==> src/rtl/fes_regs.vh <==
// Register offsets, field positions and reset values of the fetch and execute sequencer.
`ifndef FES_REGS_VH
`define FES_REGS_VH

// AXI4-Lite byte addresses of the registers.
`define FES_AXI_AW 4
`define FES_ADDR_PCL 4'h0
`define FES_ADDR_CTRL 4'h4
`define FES_ADDR_STAT 4'h8

// Control register fields and reset value.
`define FES_CTRL_RUN_BIT 0
`define FES_CTRL_RESET 1'b1

// Status register field positions.
`define FES_STAT_PC_LSB 0
`define FES_STAT_PHASE_LSB 12
`define FES_STAT_LEVEL_LSB 16
`define FES_STAT_FULL_BIT 19
`define FES_STAT_PEND_BIT 20

// Program counter and program word sizes.
`define FES_PC_W 11
`define FES_PCL_W 8
`define FES_INSTR_W 15
`define FES_RESET_VECTOR 11'h000

// Return address stack size.
`define FES_STACK_DEPTH 4
`define FES_STACK_PW 2

// Phases per instruction cycle.
`define FES_PHASES 4

// AXI responses.
`define FES_RESP_OKAY 2'h0
`define FES_RESP_SLVERR 2'h2

`endif

==> src/rtl/fes_sequencer.v <==
// Instruction fetch and execute sequencer with program counter and AXI4-Lite registers.
//
// The AXI4-Lite interface to the registers and the address map were chosen for this implementation.
`timescale 1ns/10ps
`default_nettype none
`include "fes_regs.vh"
module fes_sequencer
#(
    parameter PCW = `FES_PC_W,
    parameter IW = `FES_INSTR_W,
    parameter DEPTH = `FES_STACK_DEPTH,
    parameter PW = `FES_STACK_PW
)
(
    input wire aclk,
    input wire aresetn,
    input wire [`FES_AXI_AW-1:0] s_axi_awaddr,
    input wire [2:0] s_axi_awprot,
    input wire s_axi_awvalid,
    output wire s_axi_awready,
    input wire [31:0] s_axi_wdata,
    input wire [3:0] s_axi_wstrb,
    input wire s_axi_wvalid,
    output wire s_axi_wready,
    output reg [1:0] s_axi_bresp,
    output reg s_axi_bvalid,
    input wire s_axi_bready,
    input wire [`FES_AXI_AW-1:0] s_axi_araddr,
    input wire [2:0] s_axi_arprot,
    input wire s_axi_arvalid,
    output wire s_axi_arready,
    output reg [31:0] s_axi_rdata,
    output reg [1:0] s_axi_rresp,
    output reg s_axi_rvalid,
    input wire s_axi_rready,
    output reg [PCW-1:0] pm_addr,
    output wire pm_rd,
    input wire [IW-1:0] pm_data,
    output wire [3:0] instruction_phase_clocks,
    output reg [IW-1:0] instr_word,
    output reg instr_valid,
    input wire ctl_jump,
    input wire ctl_call,
    input wire ctl_ret,
    input wire ctl_skip,
    input wire [PCW-1:0] ctl_target,
    input wire irq_req,
    input wire [PCW-1:0] irq_vector,
    output reg irq_ack
);
    localparam [PCW-1:0] PC_ONE = 1;
    localparam [PCW-1:0] RESET_PC = `FES_RESET_VECTOR;

    wire run;
    wire fetch_end;
    wire cycle_end;
    wire [3:0] phase;
    wire [PCW-1:0] stack_top;
    wire stack_full;
    wire [PW:0] stack_level;

    reg ctrl_run;
    reg pcl_pend;
    reg [`FES_PCL_W-1:0] pcl_val;
    reg [IW-1:0] fetch_q;
    reg [PCW-1:0] next_pc;
    reg next_discard;
    reg do_push;
    reg do_pop;
    reg take_irq;
    reg take_pcl;

    reg aw_held;
    reg [`FES_AXI_AW-1:0] aw_addr_q;
    reg w_held;
    reg [31:0] w_data_q;
    reg [3:0] w_strb_q;
    wire wr_commit;
    wire pcl_write;
    reg [31:0] rd_mux;
    reg rd_ok;

    ////////////////////////////////////////////////////////////////////////////////
    // Phase generation and the program memory fetch strobe.
    assign run = ctrl_run;

    fes_phase_gen u_phase
    (
        .aclk(aclk),
        .aresetn(aresetn),
        .run(run),
        .phase(phase),
        .fetch_end(fetch_end),
        .cycle_end(cycle_end)
    );

    assign instruction_phase_clocks = phase;
    assign pm_rd = run & phase[0];

    fes_ret_stack
    #(
        .W(PCW),
        .DEPTH(DEPTH),
        .PW(PW)
    )
    u_stack
    (
        .aclk(aclk),
        .aresetn(aresetn),
        .push(do_push),
        .pop(do_pop),
        .push_data(pm_addr),
        .top_data(stack_top),
        .full(stack_full),
        .level(stack_level)
    );

    ////////////////////////////////////////////////////////////////////////////////
    // Next counter value chosen at the end of phase four.
    always @*
    begin
        next_pc = pm_addr + PC_ONE;
        next_discard = 1'b0;
        do_push = 1'b0;
        do_pop = 1'b0;
        take_irq = 1'b0;
        take_pcl = 1'b0;
        if (cycle_end)
        begin
            if (instr_valid && (ctl_jump || ctl_call))
            begin
                next_pc = ctl_target;
                next_discard = 1'b1;
                do_push = ctl_call;
            end
            else if (instr_valid && ctl_ret)
            begin
                next_pc = stack_top;
                next_discard = 1'b1;
                do_pop = 1'b1;
            end
            else if (instr_valid && ctl_skip)
            begin
                next_discard = 1'b1;
            end
            else if (pcl_pend)
            begin
                next_pc = {pm_addr[PCW-1:`FES_PCL_W], pcl_val};
                next_discard = 1'b1;
                take_pcl = 1'b1;
            end
            else if (irq_req && !stack_full)
            begin
                next_pc = irq_vector;
                next_discard = 1'b1;
                do_push = 1'b1;
                take_irq = 1'b1;
            end
        end
    end

    ////////////////////////////////////////////////////////////////////////////////
    // Program counter, fetch latch and execute stage.
    always @(posedge aclk)
    begin
        if (!aresetn)
        begin
            pm_addr <= RESET_PC;
            fetch_q <= {IW{1'b0}};
            instr_word <= {IW{1'b0}};
            instr_valid <= 1'b0;
            irq_ack <= 1'b0;
        end
        else
        begin
            irq_ack <= take_irq;
            if (fetch_end)
                fetch_q <= pm_data;
            if (cycle_end)
            begin
                pm_addr <= next_pc;
                instr_word <= fetch_q;
                instr_valid <= ~next_discard;
            end
        end
    end

    ////////////////////////////////////////////////////////////////////////////////
    // AXI4-Lite write channel: address and data are taken in either order.
    assign s_axi_awready = ~aw_held & ~s_axi_bvalid;
    assign s_axi_wready = ~w_held & ~s_axi_bvalid;
    assign wr_commit = aw_held & w_held & ~s_axi_bvalid;
    assign pcl_write = wr_commit & (aw_addr_q == `FES_ADDR_PCL) & w_strb_q[0];

    always @(posedge aclk)
    begin
        if (!aresetn)
        begin
            aw_held <= 1'b0;
            aw_addr_q <= {`FES_AXI_AW{1'b0}};
            w_held <= 1'b0;
            w_data_q <= 32'h0;
            w_strb_q <= 4'h0;
            s_axi_bvalid <= 1'b0;
            s_axi_bresp <= `FES_RESP_OKAY;
        end
        else
        begin
            if (s_axi_awvalid && s_axi_awready)
            begin
                aw_held <= 1'b1;
                aw_addr_q <= s_axi_awaddr;
            end
            if (s_axi_wvalid && s_axi_wready)
            begin
                w_held <= 1'b1;
                w_data_q <= s_axi_wdata;
                w_strb_q <= s_axi_wstrb;
            end
            if (wr_commit)
            begin
                aw_held <= 1'b0;
                w_held <= 1'b0;
                s_axi_bvalid <= 1'b1;
                if ((aw_addr_q == `FES_ADDR_PCL) || (aw_addr_q == `FES_ADDR_CTRL) ||
                    (aw_addr_q == `FES_ADDR_STAT))
                    s_axi_bresp <= `FES_RESP_OKAY;
                else
                    s_axi_bresp <= `FES_RESP_SLVERR;
            end
            else if (s_axi_bready)
            begin
                s_axi_bvalid <= 1'b0;
            end
        end
    end

    ////////////////////////////////////////////////////////////////////////////////
    // Software registers; a new low byte write wins over its own consumption.
    always @(posedge aclk)
    begin
        if (!aresetn)
        begin
            ctrl_run <= `FES_CTRL_RESET;
            pcl_pend <= 1'b0;
            pcl_val <= {`FES_PCL_W{1'b0}};
        end
        else
        begin
            if (wr_commit && (aw_addr_q == `FES_ADDR_CTRL) && w_strb_q[0])
                ctrl_run <= w_data_q[`FES_CTRL_RUN_BIT];
            if (pcl_write)
            begin
                pcl_pend <= 1'b1;
                pcl_val <= w_data_q[`FES_PCL_W-1:0];
            end
            else if (take_pcl)
            begin
                pcl_pend <= 1'b0;
            end
        end
    end

    ////////////////////////////////////////////////////////////////////////////////
    // AXI4-Lite read channel.
    assign s_axi_arready = ~s_axi_rvalid;

    always @*
    begin
        rd_mux = 32'h0;
        rd_ok = 1'b1;
        case (s_axi_araddr)
            `FES_ADDR_PCL: rd_mux[`FES_PCL_W-1:0] = pm_addr[`FES_PCL_W-1:0];
            `FES_ADDR_CTRL: rd_mux[`FES_CTRL_RUN_BIT] = ctrl_run;
            `FES_ADDR_STAT:
            begin
                rd_mux[`FES_STAT_PC_LSB +: PCW] = pm_addr;
                rd_mux[`FES_STAT_PHASE_LSB +: 4] = phase;
                rd_mux[`FES_STAT_LEVEL_LSB +: PW+1] = stack_level;
                rd_mux[`FES_STAT_FULL_BIT] = stack_full;
                rd_mux[`FES_STAT_PEND_BIT] = pcl_pend;
            end
            default: rd_ok = 1'b0;
        endcase
    end

    always @(posedge aclk)
    begin
        if (!aresetn)
        begin
            s_axi_rvalid <= 1'b0;
            s_axi_rdata <= 32'h0;
            s_axi_rresp <= `FES_RESP_OKAY;
        end
        else if (s_axi_arvalid && s_axi_arready)
        begin
            s_axi_rvalid <= 1'b1;
            s_axi_rdata <= rd_mux;
            s_axi_rresp <= rd_ok ? `FES_RESP_OKAY : `FES_RESP_SLVERR;
        end
        else if (s_axi_rready)
        begin
            s_axi_rvalid <= 1'b0;
        end
    end
endmodule // fes_sequencer
`default_nettype wire

==> src/rtl/fes_phase_gen.v <==
// Four-phase instruction cycle generator.
`timescale 1ns/10ps
`default_nettype none
module fes_phase_gen
(
    input wire aclk,
    input wire aresetn,
    input wire run,
    output reg [3:0] phase,
    output wire fetch_end,
    output wire cycle_end
);
    localparam [3:0] PH1 = 4'h1;
    localparam [3:0] PH2 = 4'h2;
    localparam [3:0] PH3 = 4'h4;
    localparam [3:0] PH4 = 4'h8;

    reg [3:0] next_phase;

    ////////////////////////////////////////////////////////////////////////////////
    // The phases rotate one per clock while run is high, so only one is ever active.
    always @*
    begin
        case (phase)
            PH1: next_phase = PH2;
            PH2: next_phase = PH3;
            PH3: next_phase = PH4;
            PH4: next_phase = PH1;
            default: next_phase = PH1;
        endcase
    end

    always @(posedge aclk)
    begin
        if (!aresetn)
            phase <= PH1;
        else if (run)
            phase <= next_phase;
    end

    assign fetch_end = run & (phase == PH1);
    assign cycle_end = run & (phase == PH4);
endmodule // fes_phase_gen
`default_nettype wire

==> src/rtl/fes_ret_stack.v <==
// Return address stack for calls and interrupt acknowledges.
`timescale 1ns/10ps
`default_nettype none
module fes_ret_stack
#(
    parameter W = 11,
    parameter DEPTH = 4,
    parameter PW = 2
)
(
    input wire aclk,
    input wire aresetn,
    input wire push,
    input wire pop,
    input wire [W-1:0] push_data,
    output wire [W-1:0] top_data,
    output wire full,
    output reg [PW:0] level
);
    localparam [PW:0] FULL_LEVEL = DEPTH[PW:0];
    localparam [PW-1:0] PTR_ONE = 1;
    localparam [PW:0] LEVEL_ONE = 1;

    reg [W-1:0] mem [0:DEPTH-1];
    reg [PW-1:0] ptr;
    wire [PW-1:0] top_ptr;

    ////////////////////////////////////////////////////////////////////////////////
    // A push past a full stack overwrites the oldest entry.
    assign top_ptr = ptr - PTR_ONE;
    assign top_data = mem[top_ptr];
    assign full = (level == FULL_LEVEL);

    always @(posedge aclk)
    begin
        if (push)
            mem[ptr] <= push_data;
    end

    always @(posedge aclk)
    begin
        if (!aresetn)
        begin
            ptr <= {PW{1'b0}};
            level <= {(PW+1){1'b0}};
        end
        else if (push)
        begin
            ptr <= ptr + PTR_ONE;
            if (!full)
                level <= level + LEVEL_ONE;
        end
        else if (pop)
        begin
            ptr <= top_ptr;
            if (level != {(PW+1){1'b0}})
                level <= level - LEVEL_ONE;
        end
    end
endmodule // fes_ret_stack
`default_nettype wire

==> config.mk <==
export PLATFORM = sky130hd
export DESIGN_NAME = fes_sequencer
export DESIGN_NICKNAME = d
export VERILOG_FILES = /design/src/rtl/fes_sequencer.v /design/src/rtl/fes_phase_gen.v /design/src/rtl/fes_ret_stack.v
export VERILOG_INCLUDE_DIRS = /design/src /design/src/rtl
export SDC_FILE = /design/constraint.sdc
export NUM_CORES = 1
export LEC_CHECK = 0
export ABC_AREA = 1
export BUFFER_PORTS_ARGS = -buffer_cell sky130_fd_sc_hd__buf_2
export CAP_MARGIN = 30
export CORE_ASPECT_RATIO = 0.6
export CORE_MARGIN = 2
export CORE_UTILIZATION = 55
export DETAILED_ROUTE_END_ITERATION = 16
export GPL_TIMING_DRIVEN = 0
export HOLD_SLACK_MARGIN = 0.03
export PLACE_DENSITY_LB_ADDON = 0.25
export SKIP_CTS_REPAIR_TIMING = 1
export SYNTH_ARGS = -nofsm -noshare
export SYNTH_HDL_FRONTEND = slang
export SYNTH_SLANG_ARGS = --single-unit
export TNS_END_PERCENT = 20
==> constraint.sdc <==
create_clock -name aclk -period 3.2 [get_ports aclk]
set_clock_uncertainty 0.15 [all_clocks]
set_input_delay 0.32 -clock aclk [delete_from_list [all_inputs] [get_ports aclk]]
set_output_delay 0.32 -clock aclk [all_outputs]
set_load 0.02 [all_outputs]
==> results of run 1 <==
## worst register-to-register path, delay by kind of cell (launching register included)
family | cells | cell delay, ps
buf+inv | 6 | 1240
compound gates | 4 | 660
flops | 1 | 390
fa+ha+maj | 1 | 380
simple gates | 1 | 50
## layer usage
metal,global-route usage,vias up,part of all wire
li1,-,2948,-
met1,0.442,2814,0.44
met2,0.444,384,0.42
met3,0.0694,42,0.12
met4,0.102,0,0.021
met5,0,-,0
## sequential cells by signal, summed over array words and instances (netlist names)
register	flops
s_axi_bvalid	1
pcl_pend	1
aw_addr_q	4
ctrl_run	1
w_held	1
u_stack.mem	44
irq_ack	1
s_axi_rdata	20
u_phase.phase	4
aw_held	1
s_axi_bresp	1
s_axi_rvalid	1
fetch_q	15
u_stack.ptr	2
u_stack.level	3
w_strb_q	1
w_data_q	8
instr_valid	1
pcl_val	8
pm_addr	11
instr_word	15
s_axi_rresp	1
## cell families after synthesis
kind of cell | Yosys count
AO/OA/AOI/OAI | 200
XOR/XNOR | 2
adder cells (fa/ha/maj) | 6
buffers and inverters | 126
flip-flops | 145
other | 1
AND/OR/NAND/NOR | 309
## final timing paths
path	from	slack (ps)	cells past startpoint	end
setup reg to reg	u_stack.ptr[0]	250	12	pm_addr[6]
hold reg to reg	pcl_val[5]	310	2	pcl_val[5]
hold / removal	s_axi_awaddr[0]	-0.7	3	aw_addr_q[0]
setup / recovery	u_stack.ptr[0]	250	12	pm_addr[6]
## synthesized netlist by cell type
cell type	number
nand2_1	129
nor2_1	104
dfxtp_1	101
o21ai_0	97
a21oi_1	70
inv_1	67
nand3_1	53
edfxtp_1	44
clkbuf_1	22
buf_2	15
buf_4	14
o22ai_1	9
a31oi_1	5
ha_1	5
nand4_1	5
inv_2	4
nand3b_1	4
o211ai_1	4
o21ai_1	4
nand2_2	3
nor3_1	3
o21bai_1	3
buf_6	2
nand3_2	2
nor2_2	2
o21a_1	2
o221ai_1	2
xor2_1	2
a31oi_4	1
buf_1	1
clkinv_1	1
conb_1	1
fa_1	1
nand3_4	1
nor2_4	1
nor4_1	1
nor4_4	1
o21bai_2	1
o31ai_1	1
o41ai_1	1
## power by group through the flow
| stage | logic [W] | registers (W) | clock network, W |
|---|---|---|---|
| after detailed placement | 0.000388 | 0.00204 | 0 |
| after global placement | 0.000384 | 0.00203 | 0 |
| final | 0.000410 | 0.00200 | 0.00206 |
| after floorplan | 0.000230 | 0.00205 | 0 |
| after CTS | 0.000395 | 0.00200 | 0.00206 |
| after global routing | 0.000452 | 0.00201 | 0.00214 |
## layout make-up
type	instances	area share
sequential	145	0.418
multi-input combinational	531	0.319
timing repair buffer	136	0.0913
clock buffer	19	0.0568
buffer	54	0.0362
inverter	72	0.0338
tap	160	0.0250
clock inverter	12	0.0193
## layout by cell type (no fill, tap or decap), drive strengths merged, types with 7 or more instances in the layout
cell type,n
buf,161
o22ai,9
edfxtp,44
o21ai,101
conb,14
inv,74
dfxtp,101
nor2,107
dlygate4sd3,7
nand2,132
a21oi,70
clkbuf,41
nand3,56
## metrics by stage
step                      instances  setup WS, ps
after floorplan                 802           994
after global placement         1087           489
after detailed placement       1089           421
after CTS                      1120           297
after global routing           1129          12.9
final                          1129           252
==> flow_metrics.py, run 1 <==
metrics = {
    "sta": {
        "fin_crit_sh": 0.921,
        "rsz0062_at_grt": "false",
        "hold_viol": 1,
        "hold_slack_ps": -0.654,
        "tightest_slew_ps": 671,
        "slew_headroom": 0.553,
        "period_minus_slack_ps": 2950,
        "fin_setup_tns_ps": 0,
        "finalMaxSlewViolations": 0,
        "fmax_mhz": 339,
        "finalSetupViolCount": 0,
    },
    "worst_setup_path": {
        "cpMostUsedCell": "inv_1",
        "slowest_stage": "clkbuf_1",
        "critPathMaxStageDelay_ps": 420,
        "worstSetupPathType": "reg -> reg",
        "critPathBufInv": 6,
        "crit_chain": "clkbuf_1, inv_1, buf_2, ha_1, inv_1, clkbuf_1, o21ai_0, o22ai_1, o21ai_0, inv_1, nand2_1, a21oi_1",
        "cp.required_ps": 3390,
        "path_max_fanout": 11,
        "path_delay_family": "buffers and inverters",
        "critPathLaunchType": "flop",
        "crit_path_end_kind": "flop",
        "cp_data_arrival_time_ps": 3140,
    },
    "power": {
        "switching_power_w": 0.00109,
        "clkPwrFrac": 0.460,
        "irDropWorstVdd_mv": 0.416,
        "leakage_nw": 3.52,
        "swShare": 0.245,
        "total_power_w": 0.00447,
        "powerDensity_mw_per_mm2": 559,
        "seqPwrFrac": 0.448,
        "p_int_w": 0.00337,
        "p_comb_frac": 0.092,
    },
    "yosys": {
        "synth-compound-area-share": 0.168,
        "ys_seq_area_frac": 0.522,
        "yosys.area_share.simple": 0.207,
        "synth_top_family_by_area": "simple AND/OR/NAND/NOR gates",
        "yosys_warnings": 0,
        "postSynthCellCount": 789,
        "ys_types": 40,
        "yosys.area.top_type": "dfxtp_1",
        "synth_xor_area_frac": 0.00273,
        "avgSynthCellArea_sq_um": 8.12,
        "muxShareOfSynthArea": 0,
        "yosysTopAreaCellShare": 0.316,
        "synthAdderAreaFrac": 0.0129,
        "syn_area_sq_mm": 0.00641,
        "synthTopCellsByArea": "dfxtp_1, edfxtp_1, o21ai_0",
        "ys_ff_latch": 145,
    },
    "cts": {
        "numCtsBuffers": 17,
        "cts_buffer_depth": 2,
        "clk_transition_reported_paths_ps": 60,
        "root_buffer": "clkbuf_16",
        "cts.sinks": 145,
        "htreeDepth": 4,
        "cts_tree": "done",
        "clkLatencyLatePin_ps": 420,
    },
    "floorplanning": {
        "die_w_um": 143,
        "initial_core_util": 0.565,
        "io_pins": 173,
        "chipHeight_um": 87.6,
        "rows": 30,
        "core_area_sq_mm": 0.0113,
        "die_area_sq_mm": 0.0126,
    },
    "drt": {
        "drc": 0,
        "drtIter0Drc": 710,
        "drt-pass1-iter-count": 6,
        "wire_per_inst_um": 16.5,
        "dr_total_vias": 6188,
        "vias_per_cell": 5.48,
        "antenna_left": 0,
        "drt_wl_total_mm": 18.6,
    },
    "finish": {
        "finish.instance_area_sq_mm": 0.00799,
        "regArea_sq_mm": 0.00334,
        "multiInputGateArea_sq_mm": 0.00255,
        "areaGrowthSynthToFinish_pct": 24.8,
        "finish.net_count": 1062,
        "layout-drive-gt1-share": 0.213,
        "nFillCells": 951,
        "antenna_cells": 0,
        "utilization": 0.705,
    },
    "placed_design": {
        "placed_cell_area_sq_mm": 0.00730,
        "io_buffers": 125,
        "gp_congestion": 0.938,
        "dp_hpwl_mm": 12.7,
    },
    "global_route": {
        "grt_max_degree": 17,
        "antenna_found_initial": 0,
        "overflow": 0,
        "grt_pass1_vias": 5504,
        "grtUsageTotal": 0.301,
        "grt_pass1_wl_mm": 28.5,
    },
    "run_status": {
        "outcome": "complete, but fails checks",
        "violations": "hold timing",
    },
    "hold_path": {
        "min_path_type": "in -> reg",
    },
    "job": {
        "maxCapViolations": 0,
    },
}
Power figures use the tool's default switching activity.
==> run 2: changes to the inputs <==
- CELL_PAD_IN_SITES_DETAIL_PLACEMENT: not set -> 1
- CELL_PAD_IN_SITES_GLOBAL_PLACEMENT: not set -> 1
- CORE_UTILIZATION: 55 -> 41
- HOLD_SLACK_MARGIN: 0.03 -> not set
- clock period: 3.2 -> 3.6 ns (I/O delays scaled with it)
==> flow_metrics.py, run 2 (synthesis results as in run 1) <==
metrics = {
    "run_status": {
        "outcome": "finished clean",
    },
    "worst_setup_path": {
        "worst-r2r-setup-slack_ps": 610,
        "cp.required_ps": 3800,
        "slowest_stage": "ha_1",
        "r2r_cells": 12,
        "critPathLaunchType": "flop",
        "crit_path_end_kind": "flop",
        "path_max_fanout": 11,
        "r2r-start": "u_stack.ptr[0]",
        "r2r-end": "pm_addr[3]",
        "cpMostUsedCell": "inv_1",
        "cp_data_arrival_time_ps": 3190,
        "worstSetupPathType": "reg -> reg",
        "critPathMaxStageDelay_ps": 390,
        "crit_chain": "clkbuf_1, inv_1, buf_2, ha_1, inv_1, clkbuf_1, o21ai_0, o22ai_1, o21ai_0, inv_1, nand2_1, a21oi_1",
    },
    "finish": {
        "finish.instance_area_sq_mm": 0.00793,
        "areaGrowthSynthToFinish_pct": 23.8,
        "top_register": "u_stack.mem",
        "nFillCells": 1938,
        "utilization": 0.517,
        "antenna_cells": 0,
        "layout-drive-gt1-share": 0.216,
        "largest_reg_flops": 44,
        "finish.net_count": 1055,
        "layout_common_cells": "buf_2, nand2_1, nor2_1, dfxtp_1, o21ai_0",
        "reg_top3": "u_stack.mem x44, s_axi_rdata x20",
        "mostFrequentLayoutCell": "buf_2",
    },
    "hold_path": {
        "holdPathEnd": "s_axi_bvalid",
        "min_path_type": "in -> reg",
        "hold_path.startpoint": "s_axi_bready",
        "holdPathStages": 4,
    },
    "drt": {
        "drtIter0Drc": 496,
        "antenna_left": 0,
        "dr_total_vias": 6158,
        "vias_per_cell": 5.28,
        "drc": 0,
        "wire_per_inst_um": 18.6,
        "drt-pass1-iter-count": 5,
        "drt_wl_total_mm": 21.7,
    },
    "power": {
        "leakage_nw": 3.47,
        "powerDensity_mw_per_mm2": 486,
        "irDropWorstVdd_mv": 0.283,
    },
    "placed_design": {
        "io_buffers": 125,
        "place_ws_ps": 699,
        "dp_hpwl_mm": 15.6,
        "placed_cell_area_sq_mm": 0.00737,
        "gp_congestion": 0.843,
    },
    "job": {
        "maxCapViolations": 0,
    },
    "floorplanning": {
        "die_area_sq_mm": 0.0167,
        "core_area_sq_mm": 0.0153,
        "rows": 35,
        "die_w_um": 165,
        "initial_core_util": 0.418,
        "chipHeight_um": 101,
        "io_pins": 173,
    },
    "sta": {
        "tightest_slew_ps": 728,
        "fmax_mhz": 334,
        "fin_crit_sh": 0.831,
        "finalSetupViolCount": 0,
        "hold_slack_ps": 34.7,
        "rsz0062_at_grt": "false",
        "layout_setup_ws_ps": 607,
        "period_minus_slack_ps": 2990,
        "fin_setup_tns_ps": 0,
        "hold_viol": 0,
        "slew_headroom": 0.515,
        "finalMaxSlewViolations": 0,
    },
    "cts": {
        "cts_tree": "done",
        "htreeDepth": 4,
        "clk_transition_reported_paths_ps": 70,
        "cts_buffer_depth": 2,
        "root_buffer": "clkbuf_16",
        "cts.sinks": 145,
        "numCtsBuffers": 17,
        "clkLatencyLatePin_ps": 430,
    },
    "global_route": {
        "antenna_found_initial": 0,
        "overflow": 0,
        "grt_pass1_vias": 6019,
        "grt_pass1_wl_mm": 33.7,
        "grtUsageTotal": 0.269,
        "grt_max_degree": 17,
    },
}
## run 2: area by class of cell
class                   count  area [sq um]  area share
flip-flops and latches    145          3340       0.422
plain buffers              54           289      0.0364
inverters                  72           270      0.0341
clock buffers              18           439      0.0554
well taps                 203           254      0.0320
multi-input cells         531          2550       0.322
repair buffers            129           659      0.0831
clock inverters            14           123      0.0155
## run 2: per-stage QoR
step,total power (W),cells
after global placement,0.00216,1130
final,0.00385,1166
after CTS,0.00386,1166
after floorplan,0.00203,802
after global routing,0.00398,1166
after detailed placement,0.00217,1134
## run 2: power breakdown
| part | switching [W] | internal, W |
|---|---|---|
| Sequential | 0.0000407 | 0.00174 |
| Combinational | 0.000234 | 0.000127 |
| Clock | 0.000792 | 0.000925 |
| Total | 0.00107 | 0.00279 |
## run 2: worst max path at each step
stage	from	end	slack, ps	cells after the start
after global placement	u_stack.ptr[0]	pm_addr[3]	750	12
after CTS	u_stack.ptr[0]	pm_addr[3]	650	12
final	u_stack.ptr[0]	pm_addr[3]	610	12
after global routing	u_stack.ptr[0]	pm_addr[3]	370	12
after floorplan	u_phase.phase[3]	u_stack.mem[0][0]	1390	7
after detailed placement	u_stack.ptr[0]	pm_addr[3]	700	12
## run 2: critical path: cells and delay by family, from the launching register on
kind / cells / cell delay [ps]
AO/OA/AOI/OAI: 4 / 770
adder cells (fa/ha/maj): 1 / 390
AND/OR/NAND/NOR: 1 / 50
flip-flops: 1 / 380
buffers and inverters: 6 / 1180
## run 2: layer usage
| metal | up-vias | track usage | routed length (um) |
|---|---|---|---|
| li1 | 2935 | - | - |
| met1 | 2979 | 0.405 | 10600 |
| met2 | 219 | 0.402 | 9330 |
| met3 | 25 | 0.0424 | 1470 |
| met4 | 0 | 0.0716 | 275 |
| met5 | - | 0 | 0 |
